`src/design/lcr_pkg.sv`:
```
// package: register map, field layout and types for the channel config bank
package lcr_pkg;
  // channel count and address layout (word index, byte address = 4 * index)
  localparam int          NUM_CHAN     = 8;
  localparam logic [7:0]  CHAN_STRIDE  = 8'h10;
  localparam logic [3:0]  REG_EQ_IDX   = 4'h0;
  localparam logic [3:0]  REG_TJ_IDX   = 4'h1;
  localparam logic [3:0]  REG_TP_IDX   = 4'h2;
  localparam logic [3:0]  REG_LC_IDX   = 4'h3;
  // reset values
  localparam logic [4:0]  EQ_RST       = 5'h00;
  localparam logic [7:0]  TJ_RST       = 8'h00;
  localparam logic [7:0]  TP_RST       = 8'h00;
  localparam logic        LC_RST       = 1'b0;
  // termination / jitter register fields
  localparam int          RX_TERM_BIT  = 7;
  localparam int          TX_TERM_BIT  = 6;
  localparam int          IMP_LSB      = 4;
  localparam int          JA_LSB       = 2;
  localparam int          JA_BW_BIT    = 1;
  localparam int          FIFO_BIT     = 0;
  // pattern / loopback register fields
  localparam int          INV_BIT      = 7;
  localparam int          TEST_LSB     = 4;
  localparam int          TXPWR_BIT    = 3;
  localparam int          LOOP_LSB     = 0;
  // coding register field
  localparam int          CODING_BIT   = 5;
  // equalizer code ranges
  localparam logic [4:0]  EQ_T1_SH_LO  = 5'h08;
  localparam logic [4:0]  EQ_T1_SH_ARB = 5'h0d;
  localparam logic [4:0]  EQ_T1_GN_LO  = 5'h0e;
  localparam logic [4:0]  EQ_T1_GN_ARB = 5'h13;
  localparam logic [4:0]  EQ_E1_LO     = 5'h1c;
  localparam logic [4:0]  EQ_E1_GN_LO  = 5'h1e;
  // attenuator fifo depths in bits
  localparam logic [6:0]  FIFO_SHALLOW = 7'h20;
  localparam logic [6:0]  FIFO_DEEP    = 7'h40;

  typedef enum logic [1:0] {PAT_NONE, PAT_QRSS, PAT_ALL_ONES, PAT_RSVD} lcr_pat_t;
  typedef enum logic [2:0] {LB_NONE, LB_DUAL, LB_ANALOG, LB_REMOTE, LB_DIGITAL} lcr_loop_t;
  typedef enum logic [1:0] {CODE_B8ZS, CODE_HDB3, CODE_AMI} lcr_code_t;
  typedef enum logic [1:0] {BW_10HZ, BW_1P5HZ, BW_3HZ} lcr_bw_t;

  // decoded line configuration of one channel
  typedef struct packed {
    logic       eq_valid;      // code is a defined mode
    logic       eq_e1;         // e1 mode, else t1
    logic       eq_gain;       // 29 dB gain mode, else 15 dB
    logic       eq_arb_pulse;  // arbitrary pulse shape
    logic [2:0] eq_lbo;        // build-out step 0..5
    logic       eq_coax75;     // 75 ohm coax, else twisted pair
    logic       rx_term_en;    // receive internal termination
    logic       tx_term_en;    // transmit internal termination
    logic [1:0] line_impedance;
    logic       ja_tx;         // attenuator in transmit path
    logic       ja_rx;         // attenuator in receive path
    lcr_bw_t    ja_bw;
    logic [6:0] fifo_depth;
    logic [6:0] fifo_delay;
    lcr_pat_t   pattern;
    logic       pattern_invert;
    logic       tx_power;
    lcr_loop_t  loopback;
    lcr_code_t  line_code;
  } lcr_cfg_t;
endpackage : lcr_pkg

```
`src/design/lcr_top.sv`:
```
// top: per-channel line configuration registers behind an avalon-mm slave
module lcr_top (
  input  wire logic                            I_REF_CLK,          // 10 mhz clock
  input  wire logic                            I_RESET,            // sync reset, high
  input  wire logic [9:0]                      I_AVS_ADDRESS,      // byte address
  input  wire logic                            I_AVS_READ,         // read request
  input  wire logic                            I_AVS_WRITE,        // write request
  input  wire logic [31:0]                     I_AVS_WRITEDATA,    // write data
  input  wire logic [3:0]                      I_AVS_BYTEENABLE,   // byte lanes
  output logic      [31:0]                     O_AVS_READDATA,     // read data
  output logic                                 O_AVS_WAITREQUEST,  // stall
  input  wire logic                            I_GLOBAL_TX_EN_PIN, // async pin
  input  wire logic                            I_SINGLE_RAIL,      // single-rail mode
  output lcr_pkg::lcr_cfg_t [lcr_pkg::NUM_CHAN-1:0] O_CHAN_CFG     // decoded config
);

  localparam int NC = lcr_pkg::NUM_CHAN;

  // stored fields per channel
  logic [4:0]                eq_ff [NC];       // equalizer code
  logic [4:0]                nxt_eq [NC];
  logic [7:0]                tj_ff [NC];       // termination / jitter
  logic [7:0]                nxt_tj [NC];
  logic [7:0]                tp_ff [NC];       // pattern / loopback
  logic [7:0]                nxt_tp [NC];
  logic                      lc_ff [NC];       // coding select
  logic                      nxt_lc [NC];
  // bus handshake
  logic                      wait_ff;          // waitrequest
  logic                      nxt_wait;
  logic [31:0]               rdata_ff;         // read data
  logic [31:0]               nxt_rdata;
  // pin synchroniser
  logic                      txen_meta_ff;     // first stage
  logic                      txen_ff;          // second stage
  // registered outputs
  lcr_pkg::lcr_cfg_t [NC-1:0] cfg_ff;
  lcr_pkg::lcr_cfg_t [NC-1:0] nxt_cfg;
  // address decode
  logic [7:0]                idx;              // word index
  logic [2:0]                chan;             // channel number
  logic [3:0]                sub;              // register within channel
  logic                      in_chan;          // channel region hit

  // word index; channel n sits at n * stride
  // channel address split
  assign idx     = I_AVS_ADDRESS[9:2];
  assign chan    = idx[6:4];
  assign sub     = idx[3:0];
  assign in_chan = (idx < (lcr_pkg::CHAN_STRIDE * 8'(NC)));

  // two-flop synchroniser for the global enable pin
  always_ff @(posedge I_REF_CLK)
  begin
    if (I_RESET)
    begin
      txen_meta_ff <= 1'b0;
      txen_ff      <= 1'b0;
    end
    else
    begin
      txen_meta_ff <= I_GLOBAL_TX_EN_PIN;
      txen_ff      <= txen_meta_ff;
    end
  end

  // bus handshake: one wait cycle, commit when waitrequest is low
  always_comb
  begin
    nxt_wait  = 1'b1;
    nxt_rdata = rdata_ff;
    if ((I_AVS_READ || I_AVS_WRITE) && wait_ff)
    begin
      // drop waitrequest next cycle
      nxt_wait = 1'b0;
    end
    if (I_AVS_READ && wait_ff)
    begin
      nxt_rdata = 32'h0000_0000;
      if (in_chan)
      begin
        if (sub == lcr_pkg::REG_EQ_IDX)
        begin
          nxt_rdata[4:0] = eq_ff[chan];
        end
        else if (sub == lcr_pkg::REG_TJ_IDX)
        begin
          nxt_rdata[7:0] = tj_ff[chan];
        end
        else if (sub == lcr_pkg::REG_TP_IDX)
        begin
          nxt_rdata[7:0] = tp_ff[chan];
        end
        else if (sub == lcr_pkg::REG_LC_IDX)
        begin
          nxt_rdata[lcr_pkg::CODING_BIT] = lc_ff[chan];
        end
        else
        begin
          // unmapped in channel: zero
          nxt_rdata = 32'h0000_0000;
        end
      end
    end
  end

  always_ff @(posedge I_REF_CLK)
  begin
    if (I_RESET)
    begin
      wait_ff  <= 1'b1;
      rdata_ff <= 32'h0000_0000;
    end
    else
    begin
      wait_ff  <= nxt_wait;
      rdata_ff <= nxt_rdata;
    end
  end

  // register writes, low byte lane only
  always_comb
  begin
    for (int c = 0; c < NC; c++)
    begin
      nxt_eq[c] = eq_ff[c];
      nxt_tj[c] = tj_ff[c];
      nxt_tp[c] = tp_ff[c];
      nxt_lc[c] = lc_ff[c];
    end
    if (I_AVS_WRITE && !wait_ff && I_AVS_BYTEENABLE[0] && in_chan)
    begin
      if (sub == lcr_pkg::REG_EQ_IDX)
      begin
        nxt_eq[chan] = I_AVS_WRITEDATA[4:0];
      end
      else if (sub == lcr_pkg::REG_TJ_IDX)
      begin
        nxt_tj[chan] = I_AVS_WRITEDATA[7:0];
      end
      else if (sub == lcr_pkg::REG_TP_IDX)
      begin
        nxt_tp[chan] = I_AVS_WRITEDATA[7:0];
      end
      else if (sub == lcr_pkg::REG_LC_IDX)
      begin
        nxt_lc[chan] = I_AVS_WRITEDATA[lcr_pkg::CODING_BIT];
      end
    end
  end

  always_ff @(posedge I_REF_CLK)
  begin
    for (int c = 0; c < NC; c++)
    begin
      if (I_RESET)
      begin
        eq_ff[c] <= lcr_pkg::EQ_RST;
        tj_ff[c] <= lcr_pkg::TJ_RST;
        tp_ff[c] <= lcr_pkg::TP_RST;
        lc_ff[c] <= lcr_pkg::LC_RST;
      end
      else
      begin
        eq_ff[c] <= nxt_eq[c];
        tj_ff[c] <= nxt_tj[c];
        tp_ff[c] <= nxt_tp[c];
        lc_ff[c] <= nxt_lc[c];
      end
    end
  end

  // decode of stored fields into line configuration
  always_comb
  begin
    for (int c = 0; c < NC; c++)
    begin
      nxt_cfg[c] = '0;
      if (eq_ff[c] >= lcr_pkg::EQ_T1_SH_LO && eq_ff[c] <= lcr_pkg::EQ_T1_SH_ARB)
      begin
        nxt_cfg[c].eq_valid     = 1'b1;
        nxt_cfg[c].eq_arb_pulse = (eq_ff[c] == lcr_pkg::EQ_T1_SH_ARB);
        nxt_cfg[c].eq_lbo       = 3'(eq_ff[c] - lcr_pkg::EQ_T1_SH_LO);
      end
      else if (eq_ff[c] >= lcr_pkg::EQ_T1_GN_LO && eq_ff[c] <= lcr_pkg::EQ_T1_GN_ARB)
      begin
        nxt_cfg[c].eq_valid     = 1'b1;
        nxt_cfg[c].eq_gain      = 1'b1;
        nxt_cfg[c].eq_arb_pulse = (eq_ff[c] == lcr_pkg::EQ_T1_GN_ARB);
        nxt_cfg[c].eq_lbo       = 3'(eq_ff[c] - lcr_pkg::EQ_T1_GN_LO);
      end
      else if (eq_ff[c] >= lcr_pkg::EQ_E1_LO)
      begin
        nxt_cfg[c].eq_valid  = 1'b1;
        nxt_cfg[c].eq_e1     = 1'b1;
        nxt_cfg[c].eq_gain   = (eq_ff[c] >= lcr_pkg::EQ_E1_GN_LO);
        nxt_cfg[c].eq_coax75 = ~eq_ff[c][0];
      end
      nxt_cfg[c].rx_term_en = tj_ff[c][lcr_pkg::RX_TERM_BIT];
      nxt_cfg[c].tx_term_en = tj_ff[c][lcr_pkg::TX_TERM_BIT];
      nxt_cfg[c].line_impedance = tj_ff[c][lcr_pkg::IMP_LSB +: 2];
      nxt_cfg[c].ja_tx = (tj_ff[c][lcr_pkg::JA_LSB +: 2] == 2'h1);
      nxt_cfg[c].ja_rx = tj_ff[c][lcr_pkg::JA_LSB + 1];
      if (!nxt_cfg[c].eq_e1)
      begin
        nxt_cfg[c].ja_bw = lcr_pkg::BW_3HZ;
      end
      else if (tj_ff[c][lcr_pkg::JA_BW_BIT])
      begin
        nxt_cfg[c].ja_bw = lcr_pkg::BW_1P5HZ;
      end
      else
      begin
        nxt_cfg[c].ja_bw = lcr_pkg::BW_10HZ;
      end
      nxt_cfg[c].fifo_depth = tj_ff[c][lcr_pkg::FIFO_BIT] ?
                              lcr_pkg::FIFO_DEEP : lcr_pkg::FIFO_SHALLOW;
      nxt_cfg[c].fifo_delay = nxt_cfg[c].fifo_depth >> 1;
      case (tp_ff[c][lcr_pkg::TEST_LSB +: 3])
        3'h4:    nxt_cfg[c].pattern = lcr_pkg::PAT_QRSS;
        3'h5:    nxt_cfg[c].pattern = lcr_pkg::PAT_ALL_ONES;
        3'h6,
        3'h7:    nxt_cfg[c].pattern = lcr_pkg::PAT_RSVD;
        default: nxt_cfg[c].pattern = lcr_pkg::PAT_NONE;
      endcase
      nxt_cfg[c].pattern_invert = tp_ff[c][lcr_pkg::INV_BIT] &&
                                  (nxt_cfg[c].pattern == lcr_pkg::PAT_QRSS);
      nxt_cfg[c].tx_power = tp_ff[c][lcr_pkg::TXPWR_BIT] && txen_ff;
      case (tp_ff[c][lcr_pkg::LOOP_LSB +: 3])
        3'h4:    nxt_cfg[c].loopback = lcr_pkg::LB_DUAL;
        3'h5:    nxt_cfg[c].loopback = lcr_pkg::LB_ANALOG;
        3'h6:    nxt_cfg[c].loopback = lcr_pkg::LB_REMOTE;
        3'h7:    nxt_cfg[c].loopback = lcr_pkg::LB_DIGITAL;
        default: nxt_cfg[c].loopback = lcr_pkg::LB_NONE;
      endcase
      if (lc_ff[c] && I_SINGLE_RAIL)
      begin
        nxt_cfg[c].line_code = lcr_pkg::CODE_AMI;
      end
      else if (nxt_cfg[c].eq_e1)
      begin
        nxt_cfg[c].line_code = lcr_pkg::CODE_HDB3;
      end
      else
      begin
        nxt_cfg[c].line_code = lcr_pkg::CODE_B8ZS;
      end
    end
  end

  // registered decoded outputs
  always_ff @(posedge I_REF_CLK)
  begin
    if (I_RESET)
    begin
      cfg_ff <= '0;
    end
    else
    begin
      cfg_ff <= nxt_cfg;
    end
  end

  // outputs straight from flops
  assign O_AVS_READDATA    = rdata_ff;
  assign O_AVS_WAITREQUEST = wait_ff;
  assign O_CHAN_CFG        = cfg_ff;

endmodule : lcr_top

```
`config.mk`:
```
export PLATFORM = sky130hd
export DESIGN_NAME = lcr_top
export DESIGN_NICKNAME = d
export VERILOG_FILES = /design/src/design/lcr_pkg.sv /design/src/design/lcr_top.sv
export SDC_FILE = /design/constraint.sdc
export NUM_CORES = 1
export LEC_CHECK = 0
export BUFFER_PORTS_ARGS = -buffer_cell sky130_fd_sc_hd__buf_4
export CAP_MARGIN = 10
export CORE_MARGIN = 5
export CORE_UTILIZATION = 45
export DETAILED_ROUTE_END_ITERATION = 10
export GPL_ROUTABILITY_DRIVEN = 0
export PLACE_DENSITY = 0.67
export SYNTH_ARGS = -nofsm -noshare
export SYNTH_HDL_FRONTEND = slang
export SYNTH_SLANG_ARGS = --single-unit
```
`constraint.sdc`:
```
create_clock -name I_REF_CLK -period 3.5 [get_ports I_REF_CLK]
set_input_delay 0.175 -clock I_REF_CLK [delete_from_list [all_inputs] [get_ports I_REF_CLK]]
set_output_delay 0.175 -clock I_REF_CLK [all_outputs]
set_load 0.01 [all_outputs]
```
=== Word level (Yosys, flattened, before mapping) ===
Memory sizes are Yosys's and may differ from the RTL's.
Index checks and enable logic that the tools add are counted.

* Multiply operators: 0
* Bitwise operators: 57
* Add/sub/neg operators: 16
* Equal/unequal tests: 99
* Order comparisons: 51
* Divide/modulo/power cells: 0
* Shifts and indexed selects: 0
* Multiplexer cells: 186
* Reductions and logical operators: 89

{| class="wikitable"
|+ Operator list
! kind !! count
|-
| 64-bit two-way mux || 7
|-
| 3-bit equality test (second input constant) || 64
|-
| 8-bit two-way mux || 24
|-
| 64-bit bitwise mux || 2
|-
| 3-bit case mux with 4 select lines || 8
|-
| 5-bit by 4-bit greater-or-equal comparator with 1-bit output (second input constant) || 16
|-
| 5-bit greater-or-equal comparator (second input constant) || 16
|-
| 40-bit two-way mux || 2
|-
| 4-bit two-way mux || 16
|-
| 2-bit OR reduction || 32
|-
| 1-bit two-way mux || 62
|-
| 7-bit two-way mux || 8
|-
| 5-bit two-way mux || 10
|-
| 2-bit two-way mux || 24
|-
| 2-bit case mux with 3 select lines || 8
|-
| 1-bit logical AND || 46
|-
| 40-bit bitwise mux || 1
|-
| 5-bit by 4-bit equality test with 1-bit output (second input constant) || 8
|-
| 5-bit equality test (second input constant) || 8
|-
| 5-bit by 4-bit <= comparator with 1-bit output (second input constant) || 8
|-
| 5-bit <= comparator (second input constant) || 8
|-
| 2-bit by 1-bit equality test with 1-bit output (second input constant) || 16
|-
| 32-bit two-way mux || 1
|-
| 1-bit OR || 32
|-
| 18 further kinds || 71
|}

* Bits of input ports: 52
* Bits in latches: 0
* Output and inout bits: 345
* Memories kept: 4
* Flip-flop bits (word level): 347
* Memory bits (read-only): 0
* Logic and storage cells: 682
* RAM bits: 176

{| class="wikitable"
|+ Memories
! name !! words !! width !! rd ports !! clocked after memory_dff !! write ports !! RTL line !! text
|-
| tj_ff || 8 || 8 || 9 || 0 || 8 || lcr_top.sv:22 || <nowiki>logic [7:0] tj_ff [NC];</nowiki>
|-
| tp_ff || 8 || 8 || 9 || 0 || 8 || lcr_top.sv:24 || <nowiki>logic [7:0] tp_ff [NC];</nowiki>
|-
| eq_ff || 8 || 5 || 9 || 0 || 8 || lcr_top.sv:20 || <nowiki>logic [4:0] eq_ff [NC];</nowiki>
|-
| lc_ff || 8 || 1 || 9 || 0 || 8 || lcr_top.sv:26 || <nowiki>logic lc_ff [NC];</nowiki>
|}

=== Logic depth before layout (Yosys ltp) ===
Gate-level depths: netlist of run 1.

* Depth in word-level cells: 12
* Mapped depth: 8
* Depth with buffers taken out: 7

=== Least setup slack after synthesis of run 1 ===
OpenSTA, ideal clock, no wires.

* Kind: reg2reg
* Start: register wait_ff, in the netlist O_AVS_WAITREQUEST
* End: memory tj_ff[5][7]
* Required time: 3.372 ns
* Path buffers: 1
* Stages on the path, launching flop included: 7
* Period minus slack after synthesis: 1.633 ns
* Setup slack: 1.867 ns
* Data arrival time: 1.506 ns
* Library setup time: 0.128 ns
* Cell sequence: dfxtp_1 nand4bb_1 nor2_1 buf_4 nand3_4 mux2i_1 nor2_1

{| class="wikitable"
|+ RTL lines
! element !! RTL line !! text
|-
| from (decl) || lcr_top.sv:29 || <nowiki>logic wait_ff;</nowiki>
|-
| from (signal assigned) || lcr_top.sv:116 || <nowiki>wait_ff <= nxt_wait;</nowiki>
|-
| to (decl) || lcr_top.sv:22 ||
|}

==> results of run 1 <==
==> synthesized netlist by cell type (12+ instances only) <==
master,number,share of area
buf_4,136,0.062
nor3b_1,17,0.0077
a211oi_1,15,0.0068
nand2_1,205,0.046
mux2_2,16,0.011
mux2i_1,74,0.045
dfxtp_1,403,0.49
ha_1,30,0.023
clkbuf_1,64,0.015
nor2_1,170,0.039
a31oi_1,12,0.0045
a21oi_1,170,0.051
inv_1,34,0.0077
nor3_1,22,0.0066
buf_2,29,0.0088
and2_1,26,0.0098
nor2b_1,68,0.026
nand3_1,142,0.043
o22ai_1,15,0.0057
a22oi_1,23,0.010
==> cells by family (layout without fill, tap and decap cells) <==
kind of cell             after synthesis  after routing
buffers and inverters                274            402
AND/OR/NAND/NOR                      701            701
multiplexers                          96             96
XOR/XNOR                               8              8
other                                  1            108
AO/OA/AOI/OAI                        318            318
flip-flops                           403            403
adder cells (fa/ha/maj)               30             30
==> how the worst min path moves through the flow <==
stage                              to               start  cells after the start  slack [ns]
floorplan           O_AVS_WAITREQUEST          I_AVS_READ                      1        0.29
global placement    O_AVS_WAITREQUEST         I_AVS_WRITE                      2        0.41
detailed placement  O_AVS_WAITREQUEST         I_AVS_WRITE                      2        0.40
CTS                       tp_ff[1][6]  I_AVS_WRITEDATA[6]                      3       0.004
global route              tp_ff[1][7]  I_AVS_WRITEDATA[7]                      3        0.04
finish                    tp_ff[0][7]  I_AVS_WRITEDATA[7]                      3        0.03
==> per-layer routing <==
layer  track usage  routed length (um)  up-vias
li1              -                   -     6451
met1         0.316               21100     6413
met2         0.379               23600      660
met3        0.0419                4210      104
met4        0.0762                1480        2
met5             0                  20        -
==> stage by stage <==
stage / util / std cells
after floorplan: - / 1934
after global placement: 0.500 / 2451
after detailed placement: 0.500 / 2451
after CTS: 0.541 / 2530
after global routing: 0.541 / 2534
final: 0.541 / 2534
==> area by class of cell <==
type / instances / area [um^2]
clock buffer: 59 / 1220
clock inverter: 16 / 214
tap: 468 / 586
inverter: 35 / 131
fill: 3316 / 16700
multi-input combinational: 1257 / 7270
sequential: 403 / 8070
timing repair buffer: 292 / 2220
antenna: 4 / 10.0
==> worst min-delay path, cell delays in order <==
cell	delay (ns)
buf_4	0.19
nand3_1	0.09
a21oi_1	0.06
==> power breakdown <==
part	total (mW)	internal [mW]	switching (mW)	leakage, nW
clock	4.62	2.79	1.83	0.704
combinational	0.437	0.106	0.331	4.18
sequential	4.61	4.60	0.00698	3.25
total	9.66	7.50	2.17	8.13
==> sequential cells by signal (all words and copies together), names as in the netlist, 8 cells and up <==
register	count
O_CHAN_CFG	216
tj_ff	64
tp_ff	64
eq_ff	40
O_AVS_READDATA	8
lc_ff	8
==> repair_timing <==
| item | 4_1_cts | 5_1_grt |
|---|---|---|
| hold buffers | 4 | 0 |
| endpoints found under the hold margin | 10 | 0 |
| setup endpoints to repair | 0 | 0 |
| resized for setup | 0 | 0 |
==> flow_summary.json, run 1 <==
{
  "power.density_nw_per_um2": 490,
  "r2r-start": "O_AVS_WAITREQUEST",
  "ff2ff_path_depth": 5,
  "holdWs_ns": 0.0304,
  "synth_compound_area_frac": 0.119,
  "nets": 2113,
  "status": "finished clean",
  "die_area_um2": 40800,
  "worstPathMaxFanout": 22,
  "htreeDepth": 2,
  "reg2reg_slack_ns": 1.04,
  "synth.cell_area_um2": 16600,
  "drtPass1Iterations": 5,
  "slew_headroom": 0.348,
  "timing.final.max_slew_violations": 0,
  "grt_usage": 0.233,
  "end_kind": "flip-flop",
  "rsz0062_at_grt": "false",
  "post_drt_wl_per_cell_um": 19.9,
  "worst_slack_ns": 1.04,
  "synth_top_family_by_area": "simple AND/OR/NAND/NOR gates",
  "cp-startpoint": "O_AVS_WAITREQUEST",
  "start_util": 0.455,
  "grt_overflow": 0,
  "max-clock-path-buffers": 3,
  "final_common_cell": "dfxtp_1",
  "final_cell_mix": "dfxtp_1, buf_4, nand2_1, a21oi_1, nor2_1",
  "worstPathCellList": "nand4bb_1 > nor2_4 > nand2_1 > nand2_1 > a21oi_1",
  "yosys_warnings": 0,
  "synthArstFlopShare": 0,
  "setup_tns_ns": 0,
  "cts_buffers": 42,
  "dpl_cell_area_um2": 18200,
  "crit_path_end": "tp_ff[6][1]",
  "io_pins": 397,
  "io_buffers": 263,
  "place_ws_ns": 1.09,
  "min_path_type": "input pin to flip-flop",
  "crit_slowest_cell": "nor2_4",
  "drc": 0,
  "path_clk_slew_ns": 0.06,
  "drt-total-wl_um": 50400,
  "yosys.area_share.adder": 0.0227,
  "cts_root_buffer": "clkbuf_16",
  "syn-instance-count": 1831,
  "ys_ff_latch": 403,
  "post_cts_buffers": 0,
  "final.min_clock_period_ns": 2.46,
  "peakVddDrop_mv": 0.337,
  "grt_max_degree": 93,
  "crit_cells": 5,
  "crit_arrival_ns": 2.84,
  "worstMarginPinSlew_ns": 0.978,
  "power_mw": 9.66,
  "die_h_um": 202,
  "path_common_cell": "nand2_1",
  "synth_flop_cell": "dfxtp_1",
  "hold_violations": 0,
  "skew_ns": 0.0131,
  "cts.sinks": 403,
  "cap_violations": 0,
  "grt_pass1_wl_um": 76300,
  "design_area_um2": 19700,
  "core_area_um2": 36400,
  "worst_path_largest_cell_delay_ns": 0.73,
  "syn2layout_area_growth_pct": 19.0,
  "placementRows": 70,
  "setup_viol": 0,
  "synth_xor_xnor_area_share": 0.00423,
  "yosys.area_share.simple": 0.205,
  "post-route-period-util": 0.702,
  "synth-seq-area-share": 0.487,
  "antenna_found_initial": 5,
  "ant_nets": 0,
  "drive_gt1_frac": 0.191,
  "hpwlAfterDp_um": 35500,
  "worstPathRequired_ns": 3.89,
  "die_w_um": 202,
  "critical_path_class": "flip-flop to flip-flop",
  "cp-start-kind": "flip-flop",
  "drt-initial-drc-count": 1455,
  "cp_num_buf_inv": 0,
  "leakage_nw": 8.13,
  "dr_total_vias": 13630,
  "synth_edf_count": 0,
  "syn_avg_cell_area_um2": 9.05,
  "viasPerCell": 5.38,
  "clk_latency_ns": 0.55,
  "path_delay_family": "simple AND/OR/NAND/NOR gates",
  "first_global_vias": 12912,
  "muxShareOfSynthArea": 0.0637,
  "cts_tree": "yes",
  "r2r-end": "tp_ff[6][1]",
  "ys_types": 65,
  "fmax_ghz": 0.407
}
(Power assumes the default switching activity.)
==> run 2, diff against run 1 <==
--- a/config.mk
+++ b/config.mk
@@ -11,7 +11,7 @@
 export CORE_UTILIZATION = 45
 export DETAILED_ROUTE_END_ITERATION = 10
 export GPL_ROUTABILITY_DRIVEN = 0
-export PLACE_DENSITY = 0.67
+export PLACE_DENSITY = 0.7
 export SYNTH_ARGS = -nofsm -noshare
 export SYNTH_HDL_FRONTEND = slang
 export SYNTH_SLANG_ARGS = --single-unit
==> constraint.sdc (replaced) <==
create_clock -name I_REF_CLK -period 2.13 [get_ports I_REF_CLK]
set_input_delay 0.1065 -clock I_REF_CLK [delete_from_list [all_inputs] [get_ports I_REF_CLK]]
set_output_delay 0.1065 -clock I_REF_CLK [all_outputs]
set_load 0.01 [all_outputs]
==> run 2 against run 1 <==
- clock skew rose by 0.0047 ns
- global-route usage rose by 0.55 points
- worst setup slack got worse by 1.0 ns
- total power rose by 67%
- clock power rose by 68%
- die area did not move
- largest cell class unchanged
- non-clock buffer count rose by 38
- first-iteration DRC count fell by 5.8%
- highest routed layer is now met4
- sequential share of layout area fell by 0.78 points
- utilization rose by 1.1 points
- count of clock-buffer cells in the layout fell by 4
- combinational power rose by 79%
==> flow_summary.json, run 2 (synthesis gave the netlist of run 1 again) <==
{
  "cp_num_buf_inv": 3,
  "largest_reg_flops": 216,
  "dr_total_vias": 13956,
  "peakVddDrop_mv": 0.663,
  "status": "finished clean",
  "timing.final.max_slew_violations": 0,
  "cap_violations": 0,
  "finalNonFillerCells": 2572,
  "path_clk_slew_ns": 0.07,
  "syn2layout_area_growth_pct": 21.3,
  "critical_path_class": "input pin to flip-flop",
  "pwr-share-clk": 0.481,
  "nets": 2152,
  "leakage_nw": 8.33,
  "cts_root_buffer": "clkbuf_16",
  "met3_wirelength_um": 4820,
  "min_path_type": "input pin to flip-flop",
  "worst_path_largest_cell_delay_ns": 0.69,
  "max-clock-path-buffers": 3,
  "core_area_um2": 36400,
  "antenna_found_initial": 4,
  "worstMarginPinSlew_ns": 1.14,
  "hpwlAfterDp_um": 36700,
  "worstPathRequired_ns": 2.52,
  "seqPwrFrac": 0.470,
  "cts_buffers": 43,
  "power_switching_mw": 3.62,
  "io_pins": 397,
  "start_util": 0.455,
  "drtPass1Iterations": 6,
  "wl_met2_um": 23800,
  "num-fill-cells": 3245,
  "dpl_cell_area_um2": 18500,
  "final_core_util": 0.552,
  "viasPerCell": 5.43,
  "setup_viol": 0,
  "path_common_cell": "nand2_1",
  "path_delay_family": "simple AND/OR/NAND/NOR gates",
  "ant_nets": 0,
  "hold_violations": 0,
  "drive_gt1_frac": 0.201,
  "holdWs_ns": 0.0373,
  "pwr-share-comb": 0.049,
  "post_cts_buffers": 0,
  "worstPathCellList": "dlygate4sd3_1 > buf_4 > or4b_1 > nor2_4 > buf_12 > nand2_1 > nand2_1 > a21oi_1",
  "cts.sinks": 403,
  "grt_usage": 0.239,
  "final_cell_mix": "dfxtp_1, buf_4, nand2_1, a21oi_1, nor2_1",
  "crit_slowest_cell": "or4b_1",
  "wl_met1_um": 20800,
  "worstPathMaxFanout": 51,
  "htreeDepth": 2,
  "end_kind": "flip-flop",
  "drt-initial-drc-count": 1371,
  "intPower_mw": 12.5,
  "crit_arrival_ns": 2.49,
  "cp-start-kind": "input pin",
  "die_h_um": 202,
  "p_sw_frac": 0.225,
  "post-route-period-util": 0.986,
  "drc": 0,
  "final_common_cell": "dfxtp_1",
  "cts_tree": "yes",
  "grt_overflow": 0,
  "placementRows": 70,
  "skew_ns": 0.0178,
  "die_w_um": 202,
  "slew_headroom": 0.235,
  "power.density_nw_per_um2": 801,
  "dp.cells": 2479,
  "die_area_um2": 40800,
  "drt-total-wl_um": 51300,
  "first_global_vias": 13573,
  "final.min_clock_period_ns": 2.10,
  "io_buffers": 263,
  "power_mw": 16.1,
  "grt_pass1_wl_um": 78200,
  "post_drt_wl_per_cell_um": 19.9,
  "grt_max_degree": 119,
  "clk_latency_ns": 0.55,
  "fmax_ghz": 0.476,
  "top_layer": "met4",
  "design_area_um2": 20100
}
run 2: cell types whose count changed in the layout (fill, tap and decap cells not counted), moves of 2 or more:
| cell | delta |
|---|---|
| buf_4 | +24 |
| dlygate4sd3_1 | +10 |
| buf_12 | +4 |
| clkbuf_8 | -4 |
| bufinv_16 | +2 |
run 2: repair_timing:
action / CTS / global route
hold endpoints to repair: 81 / 0
setup endpoints to repair: 0 / 4
hold buffers: 14 / 0
gates resized for setup: 0 / 1
run 2: path summary, 6_finish.rpt:
check                         start  slack (ns)  depth (start not counted)                end
setup / recovery   I_AVS_ADDRESS[2]        0.03                          8        tp_ff[4][2]
hold / removal           I_AVS_READ        0.04                          3  O_AVS_READDATA[7]
hold reg to reg   O_AVS_READDATA[3]        0.46                          2  O_AVS_READDATA[3]
setup reg to reg  O_AVS_WAITREQUEST        0.28                          6        tj_ff[2][6]
run 2: tightest hold or removal path: cells and delay by family:
kind                   cells  cell delay [ns]
AO/OA/AOI/OAI              1             0.10
AND/OR/NAND/NOR            1             0.19
buffers and inverters      1             0.14
run 2: power by group through the flow:
stage / clock (mW) / sequential (mW) / combinational [mW]
after CTS: 7.88 / 7.57 / 0.762
after global routing: 8.21 / 7.57 / 0.831
after detailed placement: 0 / 7.74 / 0.736
final: 7.76 / 7.57 / 0.784
after floorplan: 0 / 7.74 / 0.593
after global placement: 0 / 7.74 / 0.732
run 2: area by class of cell:
cell class	count	area (um^2)	share of cell area
inverter	35	131	0.00654
sequential	403	8070	0.401
clock buffer	55	1160	0.0578
clock inverter	20	294	0.0146
multi-input combinational	1257	7270	0.362
antenna	4	10.0	0.000498
timing repair buffer	330	2580	0.128
tap	468	586	0.0291
run 2: per-stage QoR:
stage,TNS (ns),setup slack (ns)
2_1_floorplan,0,0.497
3_3_place_gp,0,0.0748
3_5_place_dp,0,0.0566
4_1_cts,0,0.110
5_1_grt,-0.245,-0.0322
6_report,0,0.0288
run 2: metal layers:
metal	track usage	up-vias
met3	0.0525	111
met5	0	-
met1	0.313	6591
met4	0.0901	0
li1	-	6530
met2	0.387	724
